### config.mk
export PLATFORM = sky130hd
export DESIGN_NAME = sar_adc_sequencer
export DESIGN_NICKNAME = d
export VERILOG_FILES = /design/src/sar_adc_pkg.sv /design/src/adc_clk_prescaler.sv /design/src/sar_adc_sequencer.sv
export SDC_FILE = /design/constraint.sdc
export NUM_CORES = 1
export LEC_CHECK = 0
export BUFFER_PORTS_ARGS = -buffer_cell sky130_fd_sc_hd__buf_4
export CAP_MARGIN = 20
export CORE_MARGIN = 2
export CORE_UTILIZATION = 46
export DETAILED_ROUTE_END_ITERATION = 8
export GPL_ROUTABILITY_DRIVEN = 0
export PLACE_DENSITY = 0.76
export SETUP_SLACK_MARGIN = 0.05
export SYNTH_ARGS = -nofsm -noshare
export SYNTH_HDL_FRONTEND = slang
export SYNTH_HIERARCHICAL = 1
export SYNTH_SLANG_ARGS = --single-unit
### constraint.sdc
create_clock -name mclk_i -period 1.8 [get_ports mclk_i]
set_input_delay 0.27 -clock mclk_i [delete_from_list [all_inputs] [get_ports mclk_i]]
set_output_delay 0.27 -clock mclk_i [all_outputs]
set_load 0.02 [all_outputs]
### src/sar_adc_pkg.sv
package sar_adc_pkg;

   // Byte addresses of the registers on the Avalon-MM slave.
   localparam logic [7:0] OFS_STATUS_CONTROL = 8'h3C;
   localparam logic [7:0] OFS_RESULT = 8'h40;
   localparam logic [7:0] OFS_CLOCK = 8'h44;
   localparam logic [7:0] OFS_PORT_DATA = 8'h48;
   localparam logic [7:0] OFS_PORT_DIR = 8'h4C;

   // Width of the bus data and of the registers behind it.
   localparam int BUS_W = 32;
   localparam int REG_W = 8;
   localparam int NUM_CH = 4;

   // Field positions inside the status and control register.
   localparam int CFG_MSB = 6;
   localparam int CFG_LSB = 0;

   // Field positions inside the converter clock register.
   localparam int DIV_MSB = 7;
   localparam int DIV_LSB = 5;
   localparam logic [4:0] CLOCK_LOW_ZERO = 5'h00;

   // Field positions of the shared pins inside the port registers.
   localparam int PORT_MSB = 3;
   localparam int PORT_LSB = 0;
   localparam logic [3:0] PORT_HIGH_ZERO = 4'h0;

   // Channel select codes.
   localparam logic [4:0] CH_LAST_EXT = 5'h03;
   localparam logic [4:0] CH_REF_HIGH = 5'h1D;
   localparam logic [4:0] CH_REF_LOW = 5'h1E;
   localparam logic [4:0] CH_POWER_OFF = 5'h1F;

   // Converter clock ticks within one conversion.
   localparam logic [3:0] TICK_FIRST = 4'h0;
   localparam logic [3:0] TICK_MSB_TRIAL = 4'h7;
   localparam logic [3:0] TICK_FIRST_DECIDE = 4'h8;
   localparam logic [3:0] TICK_LAST = 4'hF;
   localparam logic [3:0] TICK_ONE = 4'h1;

   // Successive approximation codes.
   localparam logic [7:0] SAR_CLEAR = 8'h00;
   localparam logic [7:0] SAR_MSB = 8'h80;
   localparam logic [7:0] RESULT_RESET = 8'h00;

   // Prescaler codes and the counter masks that they select.
   localparam logic [2:0] DIV_RESET = 3'h0;
   localparam logic [2:0] DIV_CODE_1 = 3'h0;
   localparam logic [2:0] DIV_CODE_2 = 3'h1;
   localparam logic [2:0] DIV_CODE_4 = 3'h2;
   localparam logic [2:0] DIV_CODE_8 = 3'h3;
   localparam logic [3:0] DIV_MASK_1 = 4'h0;
   localparam logic [3:0] DIV_MASK_2 = 4'h1;
   localparam logic [3:0] DIV_MASK_4 = 4'h3;
   localparam logic [3:0] DIV_MASK_8 = 4'h7;
   localparam logic [3:0] DIV_MASK_16 = 4'hF;
   localparam logic [3:0] DIV_CNT_RESET = 4'h0;

   // Writable part of the status and control register, bits 6 to 0.
   typedef struct packed {
      logic conversion_interrupt_enable;
      logic continuous_conversion_bit;
      logic [4:0] ch;
   } converter_cfg_t;

   localparam converter_cfg_t CFG_RESET = '{conversion_interrupt_enable: 1'b0, continuous_conversion_bit: 1'b0, ch: CH_POWER_OFF};

   // Sequencer states.
   typedef enum logic [2:0] {
      ST_IDLE = 3'b001,
      ST_ARMED = 3'b010,
      ST_CONV = 3'b100
   } conv_state_t;

endpackage : sar_adc_pkg

### src/adc_clk_prescaler.sv
`timescale 1ns/10ps
`default_nettype none

module adc_clk_prescaler (
   input wire logic mclk_i,
   input wire logic rst_b_i,
   input wire logic [2:0] div_code_i,
   output logic tick_o
);

   logic [3:0] cnt_r;

   // Maps the prescaler code onto a counter mask; any code with the top bit set divides by 16.
   function automatic logic [3:0] div_mask(input logic [2:0] code);
      logic [3:0] m;
      m = sar_adc_pkg::DIV_MASK_16;
      unique case (code)
         sar_adc_pkg::DIV_CODE_1: m = sar_adc_pkg::DIV_MASK_1;
         sar_adc_pkg::DIV_CODE_2: m = sar_adc_pkg::DIV_MASK_2;
         sar_adc_pkg::DIV_CODE_4: m = sar_adc_pkg::DIV_MASK_4;
         sar_adc_pkg::DIV_CODE_8: m = sar_adc_pkg::DIV_MASK_8;
         default: m = sar_adc_pkg::DIV_MASK_16;
      endcase
      return m;
   endfunction : div_mask

   // Free running counter; a ratio change takes effect at once, as the new mask is applied to the running count.
   always_ff @(posedge mclk_i or negedge rst_b_i) begin
      if (!rst_b_i) begin
         cnt_r <= sar_adc_pkg::DIV_CNT_RESET;
      end else begin
         cnt_r <= cnt_r + 4'h1;
      end
   end

   // One bus cycle pulse marks each rising edge of the converter clock.
   assign tick_o = ((cnt_r & div_mask(div_code_i)) == div_mask(div_code_i));

endmodule : adc_clk_prescaler

`default_nettype wire

### src/sar_adc_sequencer.sv
`timescale 1ns/10ps
`default_nettype none

module sar_adc_sequencer (
   input wire logic mclk_i,
   input wire logic rst_b_i,
   input wire logic [7:0] avs_address_i,
   input wire logic avs_read_i,
   input wire logic avs_write_i,
   input wire logic [31:0] avs_writedata_i,
   input wire logic [3:0] avs_byteenable_i,
   output logic [31:0] avs_readdata_o,
   output logic avs_waitrequest_o,
   input wire logic comparator_i,
   output logic [7:0] dac_code_o,
   output logic track_o,
   output logic converter_on_o,
   output logic [3:0] mux_sel_o,
   output logic ref_high_sel_o,
   output logic ref_low_sel_o,
   output logic conv_irq_o,
   input wire logic [3:0] pin_i,
   output logic [3:0] pin_o,
   output logic [3:0] pin_oe_o
);

   // Registers behind the bus.
   sar_adc_pkg::converter_cfg_t cfg_r;
   logic conversion_complete_flag_r;
   logic irq_r;
   logic [7:0] result_r;
   logic [2:0] converter_clock_divider_r;
   logic [3:0] port_latch_r;
   logic [3:0] port_dir_r;

   // Bus slave state.
   logic ack_r;
   logic [31:0] rdata_r;
   logic [7:0] rd_byte;

   // Sequencer state.
   sar_adc_pkg::conv_state_t state_r;
   logic [3:0] tick_idx_r;
   logic [7:0] sar_r;
   logic complete_seen_r;

   // Shared pin synchroniser.
   logic [3:0] pin_meta_r;
   logic [3:0] pin_sync_r;

   // Decoded strobes and helpers.
   logic req;
   logic wr_acc;
   logic rd_acc;
   logic wr_status;
   logic wr_clock;
   logic wr_port_data;
   logic wr_port_dir;
   logic rd_result;
   logic conv_tick;
   logic last_tick;
   logic done;
   logic [3:0] sel;
   logic [3:0] port_read;
   logic [2:0] decide_bit;
   logic [7:0] sar_step_val;
   logic [7:0] wbyte;
   sar_adc_pkg::converter_cfg_t cfg_wr;

   // One-hot channel decode; codes outside the external channels route no pin.
   function automatic logic [3:0] chan_onehot(input logic [4:0] ch);
      logic [3:0] oh;
      oh = 4'h0;
      if (ch <= sar_adc_pkg::CH_LAST_EXT) begin
         oh[ch[1:0]] = 1'b1;
      end
      return oh;
   endfunction : chan_onehot

   // Decides one trial bit and places the trial for the next lower bit.
   function automatic logic [7:0] sar_step(input logic [7:0] code, input logic [2:0] b,
                                           input logic keep);
      logic [7:0] c;
      c = code;
      if (!keep) begin
         c[b] = 1'b0;
      end
      if (b != 3'h0) begin
         c[b - 3'h1] = 1'b1;
      end
      return c;
   endfunction : sar_step

   // Merges written port bits while the bit of the converter pin keeps its old value.
   function automatic logic [3:0] port_merge(input logic [3:0] old, input logic [3:0] wr,
                                             input logic [3:0] keep);
      return (old & keep) | (wr & ~keep);
   endfunction : port_merge

   // The converter clock divider.
   adc_clk_prescaler u_prescaler (
      .mclk_i(mclk_i),
      .rst_b_i(rst_b_i),
      .div_code_i(converter_clock_divider_r),
      .tick_o(conv_tick)
   );

   // Every access waits exactly one cycle; the second cycle is the accept edge.
   assign req = avs_read_i | avs_write_i;
   assign avs_waitrequest_o = req & ~ack_r;
   assign wr_acc = avs_write_i & ack_r & avs_byteenable_i[0];
   assign rd_acc = avs_read_i & ack_r;
   assign wbyte = avs_writedata_i[7:0];

   // The written byte viewed as the status and control fields.
   assign cfg_wr = sar_adc_pkg::converter_cfg_t'(
      wbyte[sar_adc_pkg::CFG_MSB:sar_adc_pkg::CFG_LSB]);

   // Address decode of the accepted access.
   assign wr_status = wr_acc & (avs_address_i == sar_adc_pkg::OFS_STATUS_CONTROL);
   assign wr_clock = wr_acc & (avs_address_i == sar_adc_pkg::OFS_CLOCK);
   assign wr_port_data = wr_acc & (avs_address_i == sar_adc_pkg::OFS_PORT_DATA);
   assign wr_port_dir = wr_acc & (avs_address_i == sar_adc_pkg::OFS_PORT_DIR);
   assign rd_result = rd_acc & (avs_address_i == sar_adc_pkg::OFS_RESULT);

   // Wait state generator.
   always_ff @(posedge mclk_i or negedge rst_b_i) begin
      if (!rst_b_i) begin
         ack_r <= 1'b0;
      end else begin
         ack_r <= req & ~ack_r;
      end
   end

   // Channel routing and the pin read path.
   assign sel = chan_onehot(cfg_r.ch);
   always_comb begin
      for (int i = 0; i < sar_adc_pkg::NUM_CH; i++) begin
         if (port_dir_r[i]) begin
            port_read[i] = port_latch_r[i];
         end else if (sel[i]) begin
            port_read[i] = 1'b0;
         end else begin
            port_read[i] = pin_sync_r[i];
         end
      end
   end

   // Read multiplexer; unmapped addresses read zero.
   always_comb begin
      unique case (avs_address_i)
         sar_adc_pkg::OFS_STATUS_CONTROL: rd_byte = {conversion_complete_flag_r & ~cfg_r.conversion_interrupt_enable,
                                                     cfg_r};
         sar_adc_pkg::OFS_RESULT: rd_byte = result_r;
         sar_adc_pkg::OFS_CLOCK: rd_byte = {converter_clock_divider_r,
                                            sar_adc_pkg::CLOCK_LOW_ZERO};
         sar_adc_pkg::OFS_PORT_DATA: rd_byte = {sar_adc_pkg::PORT_HIGH_ZERO, port_read};
         sar_adc_pkg::OFS_PORT_DIR: rd_byte = {sar_adc_pkg::PORT_HIGH_ZERO, port_dir_r};
         default: rd_byte = 8'h00;
      endcase
   end

   // Read data is captured in the wait cycle and stands at the accept edge.
   always_ff @(posedge mclk_i or negedge rst_b_i) begin
      if (!rst_b_i) begin
         rdata_r <= 32'h00000000;
      end else if (avs_read_i & ~ack_r) begin
         rdata_r <= 32'(rd_byte);
      end
   end
   assign avs_readdata_o = rdata_r;

   // Writable fields of the status and control register.
   always_ff @(posedge mclk_i or negedge rst_b_i) begin
      if (!rst_b_i) begin
         cfg_r <= sar_adc_pkg::CFG_RESET;
      end else if (wr_status) begin
         cfg_r <= cfg_wr;
      end
   end

   // Converter clock register.
   always_ff @(posedge mclk_i or negedge rst_b_i) begin
      if (!rst_b_i) begin
         converter_clock_divider_r <= sar_adc_pkg::DIV_RESET;
      end else if (wr_clock) begin
         converter_clock_divider_r <= wbyte[sar_adc_pkg::DIV_MSB:sar_adc_pkg::DIV_LSB];
      end
   end

   // Port data latch and direction; the converter pin ignores writes.
   always_ff @(posedge mclk_i or negedge rst_b_i) begin
      if (!rst_b_i) begin
         port_latch_r <= 4'h0;
         port_dir_r <= 4'h0;
      end else begin
         if (wr_port_data) begin
            port_latch_r <= port_merge(port_latch_r,
                                       wbyte[sar_adc_pkg::PORT_MSB:sar_adc_pkg::PORT_LSB],
                                       sel);
         end
         if (wr_port_dir) begin
            port_dir_r <= port_merge(port_dir_r,
                                     wbyte[sar_adc_pkg::PORT_MSB:sar_adc_pkg::PORT_LSB],
                                     sel);
         end
      end
   end

   // Two flip-flops bring the shared pins into the bus clock domain.
   always_ff @(posedge mclk_i or negedge rst_b_i) begin
      if (!rst_b_i) begin
         pin_meta_r <= 4'h0;
         pin_sync_r <= 4'h0;
      end else begin
         pin_meta_r <= pin_i;
         pin_sync_r <= pin_meta_r;
      end
   end

   // Pin drivers: the converter pin is released to the analog input.
   assign pin_oe_o = port_dir_r & ~sel;
   assign pin_o = port_latch_r & ~sel;

   // Analog side controls.
   assign converter_on_o = (cfg_r.ch != sar_adc_pkg::CH_POWER_OFF);
   assign mux_sel_o = sel;
   assign ref_high_sel_o = (cfg_r.ch == sar_adc_pkg::CH_REF_HIGH);
   assign ref_low_sel_o = (cfg_r.ch == sar_adc_pkg::CH_REF_LOW);
   assign dac_code_o = sar_r;
   assign track_o = (state_r == sar_adc_pkg::ST_ARMED) |
                    ((state_r == sar_adc_pkg::ST_CONV) &
                     (tick_idx_r <= sar_adc_pkg::TICK_MSB_TRIAL));

   // The final tick ends a conversion unless a status write aborts it in the same cycle.
   assign last_tick = (state_r == sar_adc_pkg::ST_CONV) & conv_tick &
                      (tick_idx_r == sar_adc_pkg::TICK_LAST);
   assign done = last_tick & ~wr_status;
   assign decide_bit = 3'(sar_adc_pkg::TICK_LAST - tick_idx_r);
   assign sar_step_val = sar_step(sar_r, decide_bit, comparator_i);

   // Sequencer; a status write restarts from the next converter clock edge unless it selects power off, which returns to idle.
   always_ff @(posedge mclk_i or negedge rst_b_i) begin
      if (!rst_b_i) begin
         state_r <= sar_adc_pkg::ST_IDLE;
      end else if (wr_status) begin
         if (cfg_wr.ch == sar_adc_pkg::CH_POWER_OFF) begin
            state_r <= sar_adc_pkg::ST_IDLE;
         end else begin
            state_r <= sar_adc_pkg::ST_ARMED;
         end
      end else begin
         unique case (state_r)
            sar_adc_pkg::ST_IDLE: state_r <= sar_adc_pkg::ST_IDLE;
            sar_adc_pkg::ST_ARMED: begin
               if (conv_tick) begin
                  state_r <= sar_adc_pkg::ST_CONV;
               end
            end
            sar_adc_pkg::ST_CONV: begin
               if (last_tick & cfg_r.continuous_conversion_bit) begin
                  state_r <= sar_adc_pkg::ST_ARMED;
               end else if (last_tick) begin
                  state_r <= sar_adc_pkg::ST_IDLE;
               end
            end
            default: state_r <= sar_adc_pkg::ST_IDLE;
         endcase
      end
   end

   // Tick index of the next converter clock edge within the conversion.
   always_ff @(posedge mclk_i or negedge rst_b_i) begin
      if (!rst_b_i) begin
         tick_idx_r <= sar_adc_pkg::TICK_FIRST;
      end else if ((state_r == sar_adc_pkg::ST_ARMED) & conv_tick & ~wr_status) begin
         tick_idx_r <= sar_adc_pkg::TICK_ONE;
      end else if ((state_r == sar_adc_pkg::ST_CONV) & conv_tick) begin
         tick_idx_r <= tick_idx_r + sar_adc_pkg::TICK_ONE;
      end
   end

   // Trial register: tracks through tick 6, MSB trial at 7, bit decisions at 8 to 15.
   always_ff @(posedge mclk_i or negedge rst_b_i) begin
      if (!rst_b_i) begin
         sar_r <= sar_adc_pkg::SAR_CLEAR;
      end else if (wr_status | ((state_r == sar_adc_pkg::ST_ARMED) & conv_tick)) begin
         sar_r <= sar_adc_pkg::SAR_CLEAR;
      end else if ((state_r == sar_adc_pkg::ST_CONV) & conv_tick) begin
         if (tick_idx_r == sar_adc_pkg::TICK_MSB_TRIAL) begin
            sar_r <= sar_adc_pkg::SAR_MSB;
         end else if (tick_idx_r >= sar_adc_pkg::TICK_FIRST_DECIDE) begin
            sar_r <= sar_step_val;
         end
      end
   end

   // Result register takes every completed code, read or not.
   always_ff @(posedge mclk_i or negedge rst_b_i) begin
      if (!rst_b_i) begin
         result_r <= sar_adc_pkg::RESULT_RESET;
      end else if (done) begin
         result_r <= sar_step_val;
      end
   end

   // Remembers a completion in the read's wait cycle so a read of stale data keeps the flag.
   always_ff @(posedge mclk_i or negedge rst_b_i) begin
      if (!rst_b_i) begin
         complete_seen_r <= 1'b0;
      end else begin
         complete_seen_r <= done;
      end
   end

   // Completion flag: set wins over the clear by a result read.
   always_ff @(posedge mclk_i or negedge rst_b_i) begin
      if (!rst_b_i) begin
         conversion_complete_flag_r <= 1'b0;
      end else if (done & ~cfg_r.conversion_interrupt_enable) begin
         conversion_complete_flag_r <= 1'b1;
      end else if (rd_result & ~complete_seen_r) begin
         conversion_complete_flag_r <= 1'b0;
      end
   end

   // Interrupt request: set wins; a result read or a status write drops it.
   always_ff @(posedge mclk_i or negedge rst_b_i) begin
      if (!rst_b_i) begin
         irq_r <= 1'b0;
      end else if (done & cfg_r.conversion_interrupt_enable) begin
         irq_r <= 1'b1;
      end else if ((rd_result & ~complete_seen_r) | wr_status) begin
         irq_r <= 1'b0;
      end
   end
   assign conv_irq_o = irq_r;

endmodule : sar_adc_sequencer

`default_nettype wire

-- Word-level counts from Yosys, hierarchy flattened
Index checks and enable logic that the tools add are counted.
Widths: inputs -> output; s select.
- output and inout port bits: 58
- word-level logic and storage cells: 138
- bits in registers: 65
- input bits: 53
- bitwise operators: 41
- eq/ne operators: 19
- add/subtract/negate cells: 4
- multiplexer cells: 35
- reductions and logical operators: 12
- magnitude comparators: 9
- operators with widths (operator ; number):
    $mux 8 ; 6
    $pmux 8 s5 ; 1
    $eq 8x7->1 const B ; 4
    $and 4x4->4 ; 6
    $and 1x1->1 ; 21
    $pmux 4 s4 ; 1
    $eq 5x5->1 const B ; 3
    $mux 1 ; 15
    $mux 3 ; 4
    $mux 4 ; 3
    $eq 3x2->1 const B ; 3
    $add 4x1->4 const B ; 2
    $and 8x8->8 ; 1
    $eq 8x6->1 const B ; 1
    $lt 3x4->1 const B ; 2
    $not 8->8 ; 1
    $or 4x4->4 ; 2
    $or 8x8->8 ; 1
    $reduce_bool 2->1 ; 4
    $demux 1 s3 ; 2
    $ge 3x1->1 const B ; 2
    $pmux 3 s2 ; 1
    $reduce_bool 3->1 ; 2
    $le 5x2->1 const B ; 1
    22 further kinds ; 31

-- Logic depth before layout (Yosys ltp)
- word-level depth: 14
- mapped depth: 9
- depth with buffers taken out: 7

-- Cells and area by module
Netlist, hierarchy kept.
- by module, submodules not included (module ; seq. area each (um^2) ; instances ; area an instance (um^2) ; cells each):
    sar_adc_sequencer ; 1534.0 ; 1 ; 3285.7 ; 326
    adc_clk_prescaler ; 100.1 ; 1 ; 175.2 ; 15

-- Least setup slack after synthesis
No wires, ideal clock.
- kind: reg-to-reg
- start point: register converter_clock_divider_r[1]
- end point: register result_r[0]
- setup time: 0.125 ns
- stages on the path, launching flop included: 9
- buffers on the path: 1
- clock period less this slack: 1.987 ns
- slack: -0.187 ns
- required time: 1.675 ns
- arrival: 1.862 ns
- path through: dfrtp_1 inv_1 o21ai_1 a221oi_2 nor4bb_1 buf_2 and3_1 nand2_2 mux2_2
- longest elaborated chain between the ends: 7
- elaborated cells between the ends (all ways): 10
- those cells by class: eq/ne: 4; mux: 1; bitwise: 4; reduce/logical: 1
- ends and longest elaborated chain (element ; line ; RTL):
    start: declaration ; sar_adc_sequencer.sv:32 ; logic [2:0] converter_clock_divider_r;
    start signal: assignment ; sar_adc_sequencer.sv:185 ; converter_clock_divider_r <= sar_adc_pkg::DIV_RESET;
    start signal: assignment ; sar_adc_sequencer.sv:187 ; converter_clock_divider_r <= wbyte[sar_adc_pkg::DIV_MSB:sar_adc_pkg::DIV_LSB];
    $eq 3x2->1 (tied with other cells) ; adc_clk_prescaler.sv:17 ; unique case (code)
    $pmux 4 s4 * ; adc_clk_prescaler.sv:17 ;
    $and 4x4->4 ; adc_clk_prescaler.sv:37 ; assign tick_o = ((cnt_r & div_mask(div_code_i)) == div_mask(div_code_i));
    $eq 4x4->1 * ; adc_clk_prescaler.sv:37 ;
    named net conv_tick ; sar_adc_sequencer.sv:60 ; logic conv_tick;
    $and 1x1->1 * (2 in series) ; sar_adc_sequencer.sv:236 ; assign last_tick = (state_r == sar_adc_pkg::ST_CONV) & conv_tick &
    $and 1x1->1 * ; sar_adc_sequencer.sv:238 ; assign done = last_tick & ~wr_status;
    end signal: assignment ; sar_adc_sequencer.sv:301 ; result_r <= sar_adc_pkg::RESULT_RESET;
    end signal: assignment ; sar_adc_sequencer.sv:303 ; result_r <= sar_step_val;
    end: declaration ; sar_adc_sequencer.sv:31 ; logic [7:0] result_r;
The timed path passes the listed nets; every way through them passes the cells marked *.
A chain may end at the register's enable or synchronous reset.

-- Worst setup path after layout
- start point: register cfg_r[3] (netlist name)
- end point: output pin_oe_o[1]
- longest elaborated chain between the ends: 4
- ends and longest elaborated chain (element ; line ; RTL):
    start: declaration ; sar_adc_sequencer.sv:28 ; sar_adc_pkg::converter_cfg_t cfg_r;
    start signal: assignment ; sar_adc_sequencer.sv:176 ; cfg_r <= sar_adc_pkg::CFG_RESET;
    start signal: assignment ; sar_adc_sequencer.sv:178 ; cfg_r <= cfg_wr;
    $le 5x2->1 ; sar_adc_sequencer.sv:74 ; if (ch <= sar_adc_pkg::CH_LAST_EXT) begin
    $mux 4 ; sar_adc_sequencer.sv:74 ;
    $not 4->4 ; sar_adc_sequencer.sv:222 ; assign pin_oe_o = port_dir_r & ~sel;
    $and 4x4->4 ; sar_adc_sequencer.sv:222 ;
    end: declaration ; sar_adc_sequencer.sv:24 ; output logic [3:0] pin_oe_o
No other way between the ends.

==> impl_metrics.toml <==
[job]
maxCapViolCount = 0

[cells_and_area]
layout_commonest_cell = "buf_4"
areaGrowthSynthToFinish_pct = 40.2
drive_gt1_share_pct = 45.3
stdcell_count = 558
antenna_cells = 0
final_cell_mix = "buf_4, dfrtp_1, nand2_1"
final_area_um2 = 4850
final_nets = 510

[setup_path]
cp.required_ns = 1.53
worstSetupPathType = "register to output port"
worstPathMaxFanout = 4
crit_start = "cfg_r[3]"
rr_startpoint = "converter_clock_divider_r[1]"
cp.arrival_ns = 1.64
r2r_setup_slack_ns = -0.04
end_kind = "output port"
endpoint = "pin_oe_o[1]"
r2r-end = "state_r[0]"
cp-start-kind = "register"
ff2ff_path_depth = 8

[routing]
antenna_left = 0
wl_per_cell_um = 16.1
drt-initial-drc-count = 183
viasPerCell = 5.42
dr_total_vias = 3026
totalWireLength_mm = 8.97
drtPass1Iterations = 4
drc = 0

[run_status]
violations = "setup timing"
status = "complete, but fails checks"

[placement]
hpwl_mm = 5.87
dpl.cell_count = 517
dpl-instance-area_um2 = 4140
portBuffers = 59

[power]
ir_drop_v = 0.000352
powerDensity_nw_per_um2 = 613
power.leakage_nw = 2.30

[floorplanning]
die_w_um = 90.7
die-area_um2 = 8230
core_um2 = 7250
ioPinCount = 111
die_h_um = 90.7
initial_utilization_pct = 47.7
rows = 31

[min_path]
hold_path_class = "primary input to register"
min_from = "pin_i[3]"

[timing]
fmax_mhz = 524
maxSlewViolCount = 0
period_minus_slack_ns = 1.91
rsz0062_at_grt = "yes"
fin_ws_ns = -0.109
final.setup.tns_ns = -0.585
finalHoldViolations = 0
period_share_pct = 106
clock_skew_ns = 0.0111
setup_viol = 13

[synth]
synth_edf_count = 0
synth_cell_types = 62
netlist.area_leader.share_pct = 42.7
synth_area_leaders = "dfrtp_1, mux2_2, buf_4"
async_flop_share_pct = 100
post-synth-top-area-cell = "dfrtp_1"
yosysWarnings = 6
avgSynthCellArea_um2 = 10.1
ys_seq_area_share_pct = 47.2
syn_inst = 341
synth.cell_area_um2 = 3460
synth-seq-cells = 65
ys.flop_type = "dfrtp_1"

[clock_network]
cts_tree = "yes"
clkSlewWorstSetupHoldPaths_ns = 0.06
cts.sinks = 65
cts.htree.levels = 3
cts_made_buffers = 9
cts-root-buf = "clkbuf_8"
cts_buffer_depth = 2
clk_latency_ns = 0.35

[global_route]
grt_pass1_vias = 2854
antenna_found_initial = 0
grt_overflow = 0
grt_max_degree = 45
grt_pass1_wl_mm = 13.9
grt_usage_pct = 21.2
-- layer usage --
layer | track usage [%] | wire length [um] | up-vias
met1 | 26.8 | 3690 | 1482
met4 | 5.90 | 110 | 0
li1 | - | - | 1408
met2 | 35.1 | 4590 | 122
met3 | 6.51 | 580 | 14
met5 | 0 | 0 | -
-- worst max-delay path: stages, from the launching register on --
cell and delay [ns]:
dfstp_2 0.38, or3_4 0.38, or2_4 0.25, and2_4 0.16, buf_6 0.12
-- worst min path at each step --
stage	to	cells after the start
2_1_floorplan	async pin	0
3_3_place_gp	async pin	1
3_5_place_dp	pin_sync_r[2]	1
4_1_cts	pin_meta_r[3]	1
5_1_grt	pin_meta_r[1]	1
6_report	pin_meta_r[3]	1
-- area by class of cell --
cell class	instances	area, um2
timing repair buffer	116	953
clock inverter	3	40.0
inverter	14	52.6
clock buffer	13	149
fill	538	2400
multi-input combinational	248	1900
tap	99	124
sequential	65	1640
-- cell families after synthesis --
| group | after synthesis | share of synthesized area, % |
|---|---|---|
| other cells | 1 | 0.108 |
| mux | 26 | 8.32 |
| fa+ha+maj | 3 | 1.08 |
| buf+inv | 52 | 8.57 |
| simple gates | 136 | 21.9 |
| xor+xnor | 4 | 1.01 |
| flops | 65 | 47.2 |
| compound gates | 54 | 11.8 |
-- power breakdown --
part           leakage, nW  internal [mW]  switching [mW]
Clock               0.0974          0.675           0.536
Combinational         1.36          0.108           0.162
Sequential           0.848           1.48          0.0126
-- cell usage after synthesis (2+ instances only) --
master and n:
dfrtp_1 59, nand2_1 42, nor2_1 25, buf_4 24, mux2_2 18, inv_1 14, and2_1 11, o21ai_0 11
clkbuf_1 10, nand3_1 10, a22oi_1 9, dfstp_2 6, a32oi_1 5, a221oi_1 4, a32o_1 4, and3_1 4
mux2_1 4, mux2i_1 4, nand2b_1 4, nor3_1 4, or3_1 4, a21oi_1 3, buf_2 3, ha_1 3
nand3b_1 3, nand4bb_1 3, nor4b_1 3, o32ai_1 3, a22o_1 2, a31oi_1 2, nand4_1 2, nand4b_1 2
nor2b_1 2, nor4_1 2, nor4bb_1 2, o21ai_1 2, xnor2_1 2, xor2_1 2
-- per-stage QoR --
stage,worst slack (ns),util (%),total power [mW],hold WS (ns)
2_1_floorplan,-0.127,-,1.67,-0.0256
3_3_place_gp,-0.111,57.1,1.75,0.177
3_5_place_dp,-0.155,57.1,1.76,0.181
4_1_cts,-0.104,63.4,2.99,0.0178
5_1_grt,-0.162,66.9,3.10,0.00417
6_report,-0.109,66.9,2.97,0.0326
-- what timing repair did --
| item | 4_1_cts | 5_1_grt |
|---|---|---|
| cloned | 0 | 1 |
| hold buffers | 1 | 0 |
| gates resized for setup | 43 | 34 |
| setup endpoints to repair | 37 | 41 |
| endpoints found under the hold margin | 21 | 0 |
| buffers inserted | 12 | 11 |
| pin swaps | 15 | 22 |
No activity file was read; power rests on OpenSTA's default activity.
